$ cat src/core/srs_defines.vh
// Timing constants for the supply reset supervisor
`ifndef SRS_DEFINES_VH
`define SRS_DEFINES_VH

// Clock rate in kHz and period in ps
`define SRS_CLK_KHZ 40000
`define SRS_CLK_PS 25000
// Reset timeout, nominal 200 ms, bounds 130 and 270 ms
`define SRS_RST_TIMEOUT_MS 200
`define SRS_RST_TIMEOUT_MIN_MS 130
`define SRS_RST_TIMEOUT_MAX_MS 270
`define SRS_RST_TIMEOUT_CYC (`SRS_RST_TIMEOUT_MS * `SRS_CLK_KHZ)
// Threshold to reset delay, longest 5 us
`define SRS_THR_DELAY_NS 5000
`define SRS_THR_DELAY_CYC ((`SRS_THR_DELAY_NS * 1000) / `SRS_CLK_PS)
// Supply dip reject width 30 ns (rounded up, at least one cycle)
`define SRS_DIP_REJECT_NS 30
`define SRS_DIP_REJECT_CYC (((`SRS_DIP_REJECT_NS * 1000) + `SRS_CLK_PS - 1) / `SRS_CLK_PS)
// Manual reset glitch rejection 100 ns
`define SRS_MR_GLITCH_NS 100
`define SRS_MR_GLITCH_CYC (((`SRS_MR_GLITCH_NS * 1000) + `SRS_CLK_PS - 1) / `SRS_CLK_PS)
// Program cycle time, longest 5 ms
`define SRS_PROG_CYCLE_MS 5
`define SRS_PROG_CYCLE_CYC (`SRS_PROG_CYCLE_MS * `SRS_CLK_KHZ)

`endif

$ cat src/core/srs_supervisor.v
// Supply reset supervisor with manual reset and memory gating
// Notes on behaviour
// - Hold reset while supply is low, then for the timeout after recovery.
// - At timeout end release the open-drain reset so the pull sets it.
// - Assert reset within 5 us of the supply dropping.
// - Ignore supply dips of 30 ns or shorter.
// - A falling edge on the active-low reset pin starts a new timeout.
// - A short external reset still yields a full internal timeout.
// - Manual reset pulses under 100 ns are rejected.
// - Memory is disabled for all operations while reset is active.
// - Reset aborts a bus transaction and blocks new ones until release.
// - No program cycle starts in reset; a running one finishes.
// - A program cycle ends within 5 ms of the stop that began it.
// - During a program cycle bus_disable holds the bus off.
// - Two reset polarities; only the active-low pin doubles as input.
`timescale 1ns/1ps
`default_nettype none
`include "srs_defines.vh"

module srs_supervisor #(
  parameter ACTIVE_LOW = 1,
  parameter TIMEOUT_CYC = `SRS_RST_TIMEOUT_CYC,
  parameter PROG_CYC = `SRS_PROG_CYCLE_CYC,
  parameter DIP_CYC = `SRS_DIP_REJECT_CYC,
  parameter MR_CYC = `SRS_MR_GLITCH_CYC,
  parameter CW = 24
) (
  // Clock and reset
  input wire clk,
  input wire rst_n,
  // Supply comparator
  input wire supply_good,
  // Reset pin, open drain
  input wire reset_pin_in,
  output reg reset_pin_out,
  output reg reset_pin_oe_n,
  // Memory core handshake
  input wire prog_start_req,
  input wire bus_active,
  output reg mem_enable,
  output reg bus_abort,
  output reg prog_busy,
  output reg bus_disable,
  output reg sys_reset_active
);

  // State codes, one-hot
  localparam [2:0] ST_HOLD = 3'b001;
  localparam [2:0] ST_TIMEOUT = 3'b010;
  localparam [2:0] ST_RUN = 3'b100;
  // Terminal counts, cut to counter width on purpose
  localparam integer TO_LAST_I = TIMEOUT_CYC - 1;
  localparam integer PG_LAST_I = PROG_CYC - 1;
  localparam integer DIP_I = DIP_CYC;
  localparam integer MR_I = MR_CYC;
  localparam [CW-1:0] TO_LAST = TO_LAST_I[CW-1:0];
  localparam [CW-1:0] PG_LAST = PG_LAST_I[CW-1:0];
  localparam [7:0] DIP_N = DIP_I[7:0];
  localparam [7:0] MR_N = MR_I[7:0];

  // Synchronisers
  reg sg_s1_reg, sg_s2_reg, pin_s1_reg, pin_s2_reg;
  // Filters
  reg [7:0] dip_cnt_reg, mr_cnt_reg;
  reg sg_filt_reg, pin_filt_reg, pin_filt_d_reg;
  // Sequencer
  reg [2:0] state_reg;
  reg [CW-1:0] to_cnt_reg;
  reg [CW-1:0] pg_cnt_reg;
  reg rst_act;
  wire mr_edge;

  // Two-stage synchronisers for supply-good and pin
  always @(posedge clk or negedge rst_n) begin
    if (!rst_n) begin
      sg_s1_reg <= 1'b0;
      sg_s2_reg <= 1'b0;
      pin_s1_reg <= 1'b1;
      pin_s2_reg <= 1'b1;
    end else begin
      sg_s1_reg <= supply_good;
      sg_s2_reg <= sg_s1_reg;
      pin_s1_reg <= reset_pin_in;
      pin_s2_reg <= pin_s1_reg;
    end
  end

  // Supply dip filter: low must persist past dip width before it counts
  always @(posedge clk or negedge rst_n) begin
    if (!rst_n) begin
      dip_cnt_reg <= 8'h00;
      sg_filt_reg <= 1'b0;
    end else if (sg_s2_reg) begin
      dip_cnt_reg <= 8'h00;
      sg_filt_reg <= 1'b1;
    end else if (dip_cnt_reg >= DIP_N) begin
      sg_filt_reg <= 1'b0;
    end else begin
      dip_cnt_reg <= dip_cnt_reg + 8'h01;
    end
  end

  // Manual reset filter: low must exceed 100 ns to count
  always @(posedge clk or negedge rst_n) begin
    if (!rst_n) begin
      mr_cnt_reg <= 8'h00;
      pin_filt_reg <= 1'b1;
      pin_filt_d_reg <= 1'b1;
    end else begin
      pin_filt_d_reg <= pin_filt_reg;
      if (pin_s2_reg) begin
        mr_cnt_reg <= 8'h00;
        pin_filt_reg <= 1'b1;
      end else if (mr_cnt_reg >= MR_N) begin
        pin_filt_reg <= 1'b0;
      end else begin
        mr_cnt_reg <= mr_cnt_reg + 8'h01;
      end
    end
  end

  // Falling edge of filtered pin, active-low variant only, ignored while self-driven
  assign mr_edge = (ACTIVE_LOW != 0) && pin_filt_d_reg && !pin_filt_reg && state_reg == ST_RUN;

  // Reset sequencer
  always @(posedge clk or negedge rst_n) begin
    if (!rst_n) begin
      state_reg <= ST_HOLD;
      to_cnt_reg <= {CW{1'b0}};
    end else begin
      case (state_reg)
        ST_HOLD: begin
          to_cnt_reg <= {CW{1'b0}};
          if (sg_filt_reg)
            state_reg <= ST_TIMEOUT;
        end
        ST_TIMEOUT: begin
          if (!sg_filt_reg) begin
            state_reg <= ST_HOLD;
          end else if (to_cnt_reg >= TO_LAST) begin
            state_reg <= ST_RUN;
          end else begin
            to_cnt_reg <= to_cnt_reg + {{(CW-1){1'b0}}, 1'b1};
          end
        end
        ST_RUN: begin
          to_cnt_reg <= {CW{1'b0}};
          if (!sg_filt_reg)
            state_reg <= ST_HOLD;
          else if (mr_edge)
            state_reg <= ST_TIMEOUT;
        end
        default: begin
          state_reg <= ST_HOLD;
          to_cnt_reg <= {CW{1'b0}};
        end
      endcase
    end
  end

  // Reset is active everywhere except in run
  always @* begin
    rst_act = (state_reg != ST_RUN);
  end

  // Program cycle timer: starts only out of reset, runs to end regardless
  always @(posedge clk or negedge rst_n) begin
    if (!rst_n) begin
      prog_busy <= 1'b0;
      pg_cnt_reg <= {CW{1'b0}};
    end else if (prog_busy) begin
      if (pg_cnt_reg >= PG_LAST) begin
        prog_busy <= 1'b0;
        pg_cnt_reg <= {CW{1'b0}};
      end else begin
        pg_cnt_reg <= pg_cnt_reg + {{(CW-1){1'b0}}, 1'b1};
      end
    end else if (prog_start_req && !rst_act) begin
      prog_busy <= 1'b1;
    end
  end

  // Registered outputs: pin drive, memory gating, abort
  always @(posedge clk or negedge rst_n) begin
    if (!rst_n) begin
      reset_pin_out <= (ACTIVE_LOW != 0) ? 1'b0 : 1'b1;
      reset_pin_oe_n <= 1'b0;
      mem_enable <= 1'b0;
      bus_abort <= 1'b0;
      bus_disable <= 1'b1;
      sys_reset_active <= 1'b1;
    end else begin
      reset_pin_out <= (ACTIVE_LOW != 0) ? 1'b0 : 1'b1;
      reset_pin_oe_n <= !rst_act;
      mem_enable <= !rst_act;
      bus_abort <= rst_act && bus_active;
      bus_disable <= rst_act || prog_busy || (prog_start_req && !rst_act);
      sys_reset_active <= rst_act;
    end
  end

endmodule // srs_supervisor
`default_nettype wire

$ cat config.mk
export PLATFORM = sky130hd
export DESIGN_NAME = srs_supervisor
export DESIGN_NICKNAME = d
export VERILOG_FILES = /design/src/core/srs_supervisor.v
export VERILOG_INCLUDE_DIRS = /design/src /design/src/core
export SDC_FILE = /design/constraint.sdc
export NUM_CORES = 1
export LEC_CHECK = 0
export BUFFER_PORTS_ARGS = -buffer_cell sky130_fd_sc_hd__buf_2
export CAP_MARGIN = 30
export CORE_MARGIN = 10
export CORE_UTILIZATION = 50
export DETAILED_ROUTE_END_ITERATION = 8
export MAX_ROUTING_LAYER = met4
export PLACE_DENSITY = 0.74
export SLEW_MARGIN = 0
export SYNTH_ARGS = -nofsm -noshare
export SYNTH_HDL_FRONTEND = slang
export SYNTH_SLANG_ARGS = --single-unit
$ cat constraint.sdc
create_clock -name clk -period 1.95 [get_ports clk]
set_input_delay 0.39 -clock clk [delete_from_list [all_inputs] [get_ports clk]]
set_output_delay 0.39 -clock clk [all_outputs]
set_load 0.05 [all_outputs]
* Word-level counts from Yosys, hierarchy flattened
Index checks and enable logic that the tools add are counted.
** Word-level totals
- Register bits after elaboration :: 79
- Bits of input ports :: 6
** Cells by class
- Add/subtract/negate cells :: 4
- Order comparisons :: 4
- Equality and inequality tests :: 11
- Multiplexer cells :: 21
- Reduce and logical (&&, ||, !) cells :: 12
** Operator list (number)
- 24-bit two-way mux :: 4
- 24-bit by 1-bit adder with 24-bit output (second input constant) :: 2
- 8-bit two-way mux :: 4
- 24-bit by 18-bit >= comparator with 1-bit output (second input constant) :: 1
- 24-bit by 23-bit >= comparator with 1-bit output (second input constant) :: 1
- 8-bit by 1-bit adder with 8-bit output (second input constant) :: 2
- 3-bit two-way mux :: 5
- 2-bit inequality test (second input constant) :: 5
- 3-bit inequality test (second input constant) :: 3
- 3-bit case mux with 3 select lines :: 1
- 8-bit by 2-bit >= comparator with 1-bit output (second input constant) :: 1
- 8-bit by 3-bit >= comparator with 1-bit output (second input constant) :: 1
- 1-bit two-way mux :: 7
- 1-bit logical AND :: 4
- 2-bit nonzero test :: 2
- 3-bit by 1-bit == test with 1-bit output (second input constant) :: 1
- 3-bit by 2-bit == test with 1-bit output (second input constant) :: 1
- 3-bit == test (second input constant) :: 1
- 3-bit AND reduction :: 1
- 1-bit zero test :: 2
- 1-bit logical OR :: 2
- 2-bit AND reduction :: 1

* Longest topological paths before layout
Gate-level depths: netlist (run 1).
- Depth after elaboration :: 6
- Gate-level depth with buffers :: 8
- Gate-level depth less buffers :: 6

* Worst setup path after synthesis (run 1)
No wires, ideal clock.
- Path type :: register -> register
- From :: register prog_busy
- To :: register pg_cnt_reg[10]
- Library setup time :: 82 ps
- Arrival time :: 2175 ps
- Setup slack :: -307 ps
- Cell stages (with the launch flop) :: 8
- Period minus slack after synthesis :: 2257 ps
- Cells stage by stage :: dfrtp_1 > clkbuf_1 > nor4b_1 > nand2_1 > a311oi_2 > clkbuf_1 > nand2_1 > a31oi_1
** RTL lines
- start: declaration :: RTL line srs_supervisor.v:42 : output reg prog_busy,
- start signal: assignment :: RTL line srs_supervisor.v:169 : prog_busy <= 1'b0;
- start signal: assignment :: RTL line srs_supervisor.v:173 : prog_busy <= 1'b0;
- start signal: assignment :: RTL line srs_supervisor.v:179 : prog_busy <= 1'b1;
- end signal: assignment :: RTL line srs_supervisor.v:170 : pg_cnt_reg <= {CW{1'b0}};
- end signal: assignment :: RTL line srs_supervisor.v:174 : pg_cnt_reg <= {CW{1'b0}};
- end signal: assignment :: RTL line srs_supervisor.v:176 : pg_cnt_reg <= pg_cnt_reg + {{(CW-1){1'b0}}, 1'b1};
- end: declaration :: RTL line srs_supervisor.v:69 : reg [CW-1:0] pg_cnt_reg;

* Worst setup path in the final report (run 1)
- From :: register to_cnt_reg[11]
- To :: register to_cnt_reg[21]
** Between the ends
- Longest elaborated chain between the ends :: 4
- Elaborated cells on any way between the ends :: 7
** RTL lines
- start: declaration :: RTL line srs_supervisor.v:68 : reg [CW-1:0] to_cnt_reg;
- start signal: assignment :: RTL line srs_supervisor.v:129 : to_cnt_reg <= {CW{1'b0}};
- start signal: assignment :: RTL line srs_supervisor.v:133 : to_cnt_reg <= {CW{1'b0}};
- start signal: assignment :: RTL line srs_supervisor.v:143 : to_cnt_reg <= to_cnt_reg + {{(CW-1){1'b0}}, 1'b1};
- 24-bit by 1-bit adder with 24-bit output :: RTL line srs_supervisor.v:143
- 24-bit two-way mux :: RTL line srs_supervisor.v:140 : end else if (to_cnt_reg >= TO_LAST) begin
- 24-bit two-way mux :: RTL line srs_supervisor.v:138 : if (!sg_filt_reg) begin
- 24-bit two-way mux :: RTL line srs_supervisor.v:131 : case (state_reg)
Parallel ways exist; a longest one is shown, timed or not. The select of a mux whose other input is x is not followed.
A chain may end at the register's enable or synchronous reset.

==> tab_implementation.tex, run 1 <==
\begin{tabular}{lr}
\hline
Metric & Value \\
\hline
\multicolumn{2}{l}{\textbf{Logic synthesis}} \\
\quad Number of standard cells after synthesis & 377 \\
\quad Ys async rst share & 100\% \\
\quad Most instantiated flip-flop cell in the synthesis netlist & dfrtp\_1 \\
\quad Synthesized netlist net count & 389 \\
\quad Proportion of netlist area held by the largest area contributor & 47.7\% \\
\quad Count of yosys warnings during synthesis & 0 \\
\quad Number of enable-type register cells in the synthesized netlist & 0 \\
\quad Post-synthesis sequential element count & 79 \\
\quad Synth top area cells & dfrtp\_1 48\%, dfstp\_2 4.9\%, a21oi\_1 3.7\% \\
\quad Area of the mapped netlist & 3770 um\^{}2 \\
\quad Synthesized area per cell & 10.0 um\^{}2 \\
\quad Sequential element share of the synthesized area & 52.6\% \\
\quad Number of distinct library cells after synthesis & 52 \\
\quad Cell type contributing the most total cell area after synthesis & dfrtp\_1 \\
\multicolumn{2}{l}{\textbf{Final layout}} \\
\quad Layout Nets & 435 \\
\quad Area Growth Syn to Fin & 20.1\% \\
\quad Ratio of cells with drive above 1 in the final layout & 24.5\% \\
\quad \# diodes & 0 \\
\quad Post-layout util & 62.2\% \\
\quad Count of placed standard cells in the final layout, fillers left out & 527 \\
\multicolumn{2}{l}{\textbf{Timing}} \\
\quad RSZ-0062 raised after global routing & yes \\
\quad Max Slew Vio Count & 0 \\
\quad Final number of setup-violating endpoints & 0 \\
\quad Minimum clock period & 1.86 ns \\
\quad Worst-margin pin slew & 0.562 ns \\
\quad Relative slew slack & 62.5\% \\
\quad Fraction of the cycle the final worst path needs & 95.5\% \\
\quad Largest clock skew in the final design & 0.0166 ns \\
\quad Final hold violation count & 0 \\
\quad Top achievable clock speed & 537 MHz \\
\multicolumn{2}{l}{\textbf{CTS}} \\
\quad Root buffer selected by CTS & clkbuf\_8 \\
\quad Total clock buffers created by CTS & 9 \\
\quad Maximum level of the CTS H-tree & 3 \\
\quad CTS tree & done \\
\quad Clock latency on the worst-skew pair & 0.35 ns \\
\quad Clock tree buffer depth & 2 \\
\quad Clock-pin slew reported for the worst setup and hold paths after clock tree synthesis & 0.08 ns \\
\quad Clk sinks & 79 \\
\multicolumn{2}{l}{\textbf{Detailed routing}} \\
\quad Number of vias per cell after detailed routing & 5.81 \\
\quad Final wirelength & 8.01 mm \\
\quad Number of nets with antenna violations after routing & 0 \\
\quad Total via count in the routed design & 3062 \\
\quad DRC violation count after routing & 0 \\
\quad Post-detailed-route wirelength per cell & 15.2 um \\
\quad Total iterations of the first detailed-routing run & 4 \\
\quad Initial drt markers & 177 \\
\multicolumn{2}{l}{\textbf{Run}} \\
\quad MaxCap Viol Count & 0 \\
\multicolumn{2}{l}{\textbf{Floorplan}} \\
\quad Placeable core region & 7290 um\^{}2 \\
\quad Die X & 107 um \\
\quad Floorplan die area & 11400 um\^{}2 \\
\quad I/O pins & 13 \\
\quad Row Count & 31 \\
\quad Initial Util & 51.8\% \\
\quad Die Height & 107 um \\
\multicolumn{2}{l}{\textbf{Global route}} \\
\quad Via count of the first global-routing pass & 3071 \\
\quad Pin count of the biggest net entering global routing & 45 \\
\quad M3 GR Usage & 4.85\% \\
\quad Remaining global-route overflow & 0 \\
\quad GRT busiest layer & met2 \\
\quad GR Util All Layers & 14.7\% \\
\quad Antenna violations before repair & 0 \\
\quad Global-route wire length before repair & 13.6 mm \\
\quad Met1 usage in global routing & 17.4\% \\
\quad Global routing usage on met2 & 23.4\% \\
\multicolumn{2}{l}{\textbf{Placement}} \\
\quad Cell count after placement & 501 \\
\quad Number of input and output port buffers inserted & 11 \\
\quad GP Congestion & 0.826 \\
\quad Post-DP HPWL & 5.25 mm \\
\multicolumn{2}{l}{\textbf{Worst hold path}} \\
\quad Hold crit path type & primary input to asynchronous set/reset pin \\
\multicolumn{2}{l}{\textbf{Critical path}} \\
\quad Worst Path Buf+Inv & 0 \\
\quad Critical Path End & to\_cnt\_reg[21] \\
\quad Type of destination of the critical path & flop \\
\quad R2r startpoint & to\_cnt\_reg[11] \\
\quad Highest cell delay on the worst timing path & 0.54 ns \\
\quad Cell type group with the largest total delay on the critical path & simple AND/OR/NAND/NOR gates \\
\quad Arr. time, crit path & 2.14 ns \\
\quad CP Cell Sequence & and4\_4, and4\_2, nand4\_1, or4\_4, a21oi\_2 \\
\quad Crit Path Max Fanout & 5 \\
\quad Required @ worst endpoint & 2.23 ns \\
\quad Cell depth of the worst setup path & 5 \\
\quad Launching element type of the critical path & flop \\
\quad Number of cells traversed by the worst register-to-register path & 5 \\
\quad Slowest cell on crit path & or4\_4 \\
\quad Path type of the worst setup path & flop to flop \\
\quad Critical path launch point & to\_cnt\_reg[11] \\
\quad Reg2reg setup slack & 0.09 ns \\
\quad RR Endpoint & to\_cnt\_reg[21] \\
\multicolumn{2}{l}{\textbf{Power and ir drop}} \\
\quad Int Power & 2880 uW \\
\quad Sequential cell fraction of total power & 45.8\% \\
\quad Ratio of total power to cell area & 885 nW/um\^{}2 \\
\quad Maximum vdd ir drop & 0.877 mV \\
\quad NetSw & 1130 uW \\
\quad Portion of total power attributed to combinational logic & 16.9\% \\
\quad Clk network pwr share & 37.3\% \\
\quad Total design power & 4010 uW \\
\quad Reported leakage power & 0.00200 uW \\
\quad Net switching share of the total power & 28.2\% \\
\multicolumn{2}{l}{\textbf{Status}} \\
\quad Run status & complete, no violations \\
\hline
\end{tabular}
-- how the worst min path moves through the flow --
stage	from	cells after the start	end
6_report	rst_n	1	to_cnt_reg[13]
5_1_grt	rst_n	1	dip_cnt_reg[0]
4_1_cts	rst_n	1	dip_cnt_reg[0]
3_5_place_dp	sg_s1_reg	0	sg_s2_reg
3_3_place_gp	sg_s1_reg	0	sg_s2_reg
2_1_floorplan	rst_n	0	bus_abort
-- routing by layer --
| layer | routed length (um) | share of wire (%) |
|---|---|---|
| met1 | 3720 | 46 |
| met2 | 3800 | 48 |
| met3 | 355 | 4.4 |
| met4 | 123 | 1.5 |
| met5 | 0 | 0 |
-- Yosys cell counts (3+ instances only) --
library cell	instances
nor2b_1	22
buf_2	3
and3_1	8
inv_1	11
dfstp_2	7
o21ai_0	12
ha_1	6
o31ai_1	10
nand2_1	29
a41oi_1	5
nand3_1	20
nor2_1	26
nor3_1	8
xnor2_1	8
and4_1	4
dfrtp_1	72
a21oi_1	28
a211oi_1	5
a31oi_1	14
or3_1	4
nand4_1	6
a22o_1	3
and2_1	3
clkbuf_1	12
or4_1	14
-- layout make-up --
type / count / area (um^2)
clock buffers: 9 / 124
flip-flops and latches: 79 / 2000
fillers: 611 / 2760
well taps: 99 / 124
clock inverters: 7 / 126
inverters: 11 / 41.3
repair buffers: 52 / 382
multi-input cells: 270 / 1740
-- timing repair --
action / in CTS / in global routing
setup buffers: 0 / 7
setup endpoints to repair: 0 / 31
hold buffers: 0 / 0
resized for setup: 0 / 25
-- cell usage in the layout (no fill, tap or decap), drive strengths merged, types with 9 or more instances in the layout --
cell	Yosys	layout
o31ai	10	10
nand3	20	20
inv	11	14
buf	7	52
nand2	29	29
a21oi	28	28
or4	14	14
clkbuf	12	9
dfrtp	72	72
nor2b	22	22
a31oi	14	14
o21ai	14	14
nor2	26	26
-- power groups by stage --
stage,logic [uW],registers (uW),clock network (uW)
2_1_floorplan,448,1840,0
3_3_place_gp,615,1860,0
3_5_place_dp,636,1870,0
4_1_cts,638,1840,1530
5_1_grt,760,1850,1610
6_report,679,1840,1500
-- per-stage QoR --
| stage | TNS [ns] | cell area [um^2] | worst slack (ns) | hold WS, ns |
|---|---|---|---|---|
| final | 0 | 4530 | 0.0875 | 0.0291 |
| after global routing | -0.0279 | 4530 | -0.0166 | 0.0503 |
| after CTS | 0 | 4390 | 0.0364 | 0.0381 |
| after detailed placement | 0 | 4140 | 0.0344 | 0.339 |
| after global placement | 0 | 4140 | 0.109 | 0.334 |
| after floorplan | -0.454 | 3800 | -0.0695 | 0.0944 |
-- logic make-up (layout without fill, tap and decap cells) --
group	after synthesis	in the layout	synth area share, %
buffers and inverters	30	79	3.68
xor gates and xnor gates	8	8	1.86
muxes	2	2	0.530
and+or+nand+nor	156	158	22.5
adders and majority gates	6	6	1.99
AOI/OAI and AO/OA	95	95	16.7
other	1	1	0.0993
DFF	79	79	52.6
No activity file was read; power rests on OpenSTA's default activity.
==> run 2: changes to the inputs <==
--- a/config.mk
+++ b/config.mk
@@ -6,13 +6,15 @@
 export SDC_FILE = /design/constraint.sdc
 export NUM_CORES = 1
 export LEC_CHECK = 0
+export ABC_AREA = 1
 export BUFFER_PORTS_ARGS = -buffer_cell sky130_fd_sc_hd__buf_2
 export CAP_MARGIN = 30
 export CORE_MARGIN = 10
-export CORE_UTILIZATION = 50
+export CORE_UTILIZATION = 35
+export CTS_CLUSTER_SIZE = 28
 export DETAILED_ROUTE_END_ITERATION = 8
 export MAX_ROUTING_LAYER = met4
-export PLACE_DENSITY = 0.74
+export PLACE_DENSITY = 0.57
 export SLEW_MARGIN = 0
 export SYNTH_ARGS = -nofsm -noshare
 export SYNTH_HDL_FRONTEND = slang
==> tab_implementation.tex, run 2 <==
\begin{tabular}{lr}
\hline
Metric & Value \\
\hline
\multicolumn{2}{l}{\textbf{Status}} \\
\quad Run status & complete, no violations \\
\multicolumn{2}{l}{\textbf{Floorplan}} \\
\quad Floorplan die area & 17100 um\^{}2 (+49\%) \\
\quad I/O pins & 13 (unchanged) \\
\quad Row Count & 40 (+29\%) \\
\quad Placeable core region & 12000 um\^{}2 (+65\%) \\
\quad Die Height & 131 um (+22\%) \\
\quad Die X & 131 um (+22\%) \\
\quad Initial Util & 35.7\% (-16 points) \\
\multicolumn{2}{l}{\textbf{Critical path}} \\
\quad Slowest cell on crit path & dfrtp\_1 \\
\quad Highest cell delay on the worst timing path & 0.41 ns (-0.13 ns) \\
\quad Worst Path Buf+Inv & 0 (unchanged) \\
\quad Cell type group with the largest total delay on the critical path & simple AND/OR/NAND/NOR gates \\
\quad Required @ worst endpoint & 2.22 ns (about the same) \\
\quad CP Cell Sequence & ha\_1, nand2\_1, nor2\_1, a21oi\_1, nor2\_1, nor2\_4, nand3\_1, nand2\_1 \\
\quad Path type of the worst setup path & flop to flop \\
\quad Type of destination of the critical path & flop \\
\quad Crit Path Max Fanout & 19 (+14) \\
\quad Arr. time, crit path & 2.02 ns (-0.12 ns) \\
\quad Launching element type of the critical path & flop \\
\multicolumn{2}{l}{\textbf{Logic synthesis}} \\
\quad Number of enable-type register cells in the synthesized netlist & 0 (unchanged) \\
\quad Most instantiated library cell after synthesis & nand2\_1 \\
\quad Most instantiated flip-flop cell in the synthesis netlist & dfrtp\_1 \\
\quad Ys async rst share & 100\% (unchanged) \\
\quad Proportion of netlist area held by the largest area contributor & 42.0\% (-5.7 points) \\
\quad Synth top area cells & dfrtp\_1 42\%, nand2\_1 16\%, nand3\_1 8.1\% \\
\quad Number of standard cells after synthesis & 582 (+54\%) \\
\quad Post-synthesis sequential element count & 79 (unchanged) \\
\quad Cell type contributing the most total cell area after synthesis & dfrtp\_1 \\
\quad Most frequent cells after synthesis & 180 x nand2\_1, 86 x nor2\_1, 72 x dfrtp\_1 \\
\quad Sequential element share of the synthesized area & 46.3\% (-6.3 points) \\
\quad Count of yosys warnings during synthesis & 0 (unchanged) \\
\quad Synthesized netlist net count & 594 (+53\%) \\
\quad Number of distinct library cells after synthesis & 31 (-40\%) \\
\quad Synthesized area per cell & 7.37 um\^{}2 (-26\%) \\
\quad Area of the mapped netlist & 4290 um\^{}2 (+14\%) \\
\multicolumn{2}{l}{\textbf{Final layout}} \\
\quad Multi-input gate area in the final layout & 1950 um\^{}2 (+12\%) \\
\quad Post-layout util & 40.0\% (-22 points) \\
\quad Sequential cell area & 1990 um\^{}2 (-0.50\%) \\
\quad Layout Nets & 609 (+40\%) \\
\quad \# diodes & 0 (unchanged) \\
\quad Area Growth Syn to Fin & 12.1\% \\
\quad Most used cells in the layout excluding fill and tap cells & 180 x nand2\_1, 86 x nor2\_1, 72 x dfrtp\_1 \\
\quad Number of filler instances in the final layout & 1261 (+110\%) \\
\quad Ratio of cells with drive above 1 in the final layout & 8.80\% (-16 points) \\
\quad Most common library cell in the layout ignoring fill and taps & nand2\_1 \\
\multicolumn{2}{l}{\textbf{Placement}} \\
\quad Post-DP HPWL & 6.44 mm (+23\%) \\
\quad Minimum setup slack after placement & 0.161 ns (+0.126 ns) \\
\quad GP Congestion & 0.878 (+6.3\%) \\
\quad Number of input and output port buffers inserted & 11 (unchanged) \\
\multicolumn{2}{l}{\textbf{CTS}} \\
\quad Clk sinks & 79 (unchanged) \\
\quad Total clock buffers created by CTS & 9 (unchanged) \\
\quad Clock latency on the worst-skew pair & 0.34 ns (about the same) \\
\quad Root buffer selected by CTS & clkbuf\_16 \\
\quad Buffers inserted by post-CTS timing repair & 0 (unchanged) \\
\quad Clock tree buffer depth & 2 (unchanged) \\
\quad CTS tree & done \\
\quad Maximum level of the CTS H-tree & 3 (unchanged) \\
\quad Clock-pin slew reported for the worst setup and hold paths after clock tree synthesis & 0.06 ns (-0.02 ns) \\
\multicolumn{2}{l}{\textbf{Worst hold path}} \\
\quad Hold crit path type & primary input to flop \\
\multicolumn{2}{l}{\textbf{Detailed routing}} \\
\quad Initial drt markers & 223 (+26\%) \\
\quad Total iterations of the first detailed-routing run & 4 (unchanged) \\
\quad Final wirelength & 9.13 mm (+14\%) \\
\quad Number of vias per cell after detailed routing & 4.81 (-17\%) \\
\quad Post-detailed-route wirelength per cell & 12.2 um (-20\%) \\
\quad Total via count in the routed design & 3606 (+18\%) \\
\quad Number of nets with antenna violations after routing & 0 (unchanged) \\
\quad DRC violation count after routing & 0 (unchanged) \\
\multicolumn{2}{l}{\textbf{Timing}} \\
\quad Final number of setup-violating endpoints & 0 (unchanged) \\
\quad RSZ-0062 raised after global routing & no \\
\quad Smallest setup slack after layout & 0.201 ns (+0.114 ns) \\
\quad Final hold violation count & 0 (unchanged) \\
\quad Worst-margin pin slew & 0.560 ns (-0.00289 ns) \\
\quad Relative slew slack & 62.5\% (about the same) \\
\quad Max Slew Vio Count & 0 (unchanged) \\
\quad Final-layout setup total negative slack & 0 ns (unchanged) \\
\quad Minimum clock period & 1.75 ns (-0.114 ns) \\
\quad Fraction of the cycle the final worst path needs & 89.7\% (-5.8 points) \\
\quad Largest clock skew in the final design & 0.0111 ns (-0.00546 ns) \\
\quad Top achievable clock speed & 572 MHz (+6.5\%) \\
\multicolumn{2}{l}{\textbf{Global route}} \\
\quad Global-route wire length before repair & 16.5 mm (+21\%) \\
\quad Antenna violations before repair & 0 (unchanged) \\
\quad Remaining global-route overflow & 0 (unchanged) \\
\quad Via count of the first global-routing pass & 3476 (+13\%) \\
\quad Pin count of the biggest net entering global routing & 36 (-20\%) \\
\quad GR Util All Layers & 12.1\% (-2.6 points) \\
\multicolumn{2}{l}{\textbf{Power and ir drop}} \\
\quad Maximum vdd ir drop & 0.441 mV (-50\%) \\
\quad Reported leakage power & 0.00228 uW (+14\%) \\
\quad Total design power & 3940 uW (-1.8\%) \\
\quad Ratio of total power to cell area & 819 nW/um\^{}2 (-7.4\%) \\
\multicolumn{2}{l}{\textbf{Run}} \\
\quad MaxCap Viol Count & 0 (unchanged) \\
\hline
\end{tabular}
-- run 2: cell types whose count changed after synthesis, moves of 22 or more --
cell and delta:
nand2_1 +151, nor2_1 +60, inv_1 +55, nand3_1 +49
a21oi_1 -23, nor2b_1 -22
-- run 2: routing by layer --
metal  up-vias  wire (um)  global-route usage [%]
met4         0        121                    4.05
met5         -          0                       -
met1      1703       4470                    16.0
met3        14        373                    2.38
li1       1831          -                       -
met2        58       4160                    18.1
-- run 2: worst paths after layout --
| kind | slack [ns] | end | cells after the start | from |
|---|---|---|---|---|
| setup / recovery | 0.20 | pg_cnt_reg[1] | 8 | pg_cnt_reg[0] |
| hold / removal | 0.15 | pin_s1_reg | 1 | reset_pin_in |
| setup reg to reg | 0.20 | pg_cnt_reg[1] | 8 | pg_cnt_reg[0] |
| hold reg to reg | 0.36 | sg_s2_reg | 0 | sg_s1_reg |
| max in group asynchronous | 0.82 | pin_filt_reg | 3 | rst_n |
| min in group asynchronous | 0.53 | to_cnt_reg[13] | 2 | rst_n |
-- run 2: kinds of logic after synthesis --
family | Yosys count | synth area share, %
compound gates | 22 | 2.74
xor+xnor | 22 | 4.49
flops | 79 | 46.3
fa+ha+maj | 6 | 1.75
simple gates | 368 | 36.4
buf+inv | 84 | 8.20
other cells | 1 | 0.0875
-- run 2: area by class of cell --
type / instances / share of cell area, %
clock buffers: 10 / 4.97
flip-flops and latches: 79 / 41.3
multi-input cells: 419 / 40.6
repair buffers: 20 / 2.91
clock inverters: 6 / 1.07
well taps: 147 / 3.83
inverters: 68 / 5.31
-- run 2: what timing repair did --
item | 4_1_cts | 5_1_grt
hold buffers | 1 | 0
gates resized for setup | 0 | 1
endpoints found under the setup margin | 0 | 19
endpoints found under the hold margin | 21 | 0
-- run 2: stage by stage --
| stage | cell area (um^2) | hold WS [ns] | instances |
|---|---|---|---|
| 3_5_place_dp | 4510 | 0.342 | 732 |
| 5_1_grt | 4810 | 0.137 | 749 |
| 4_1_cts | 4810 | 0.147 | 749 |
| 6_report | 4810 | 0.152 | 749 |
| 3_3_place_gp | 4510 | 0.336 | 732 |
| 2_1_floorplan | 4290 | 0.0944 | 582 |
-- run 2: power by group --
group	internal, uW	total (uW)	switching, uW
Clock	915	1640	729
Combinational	144	507	363
Sequential	1730	1790	59.1
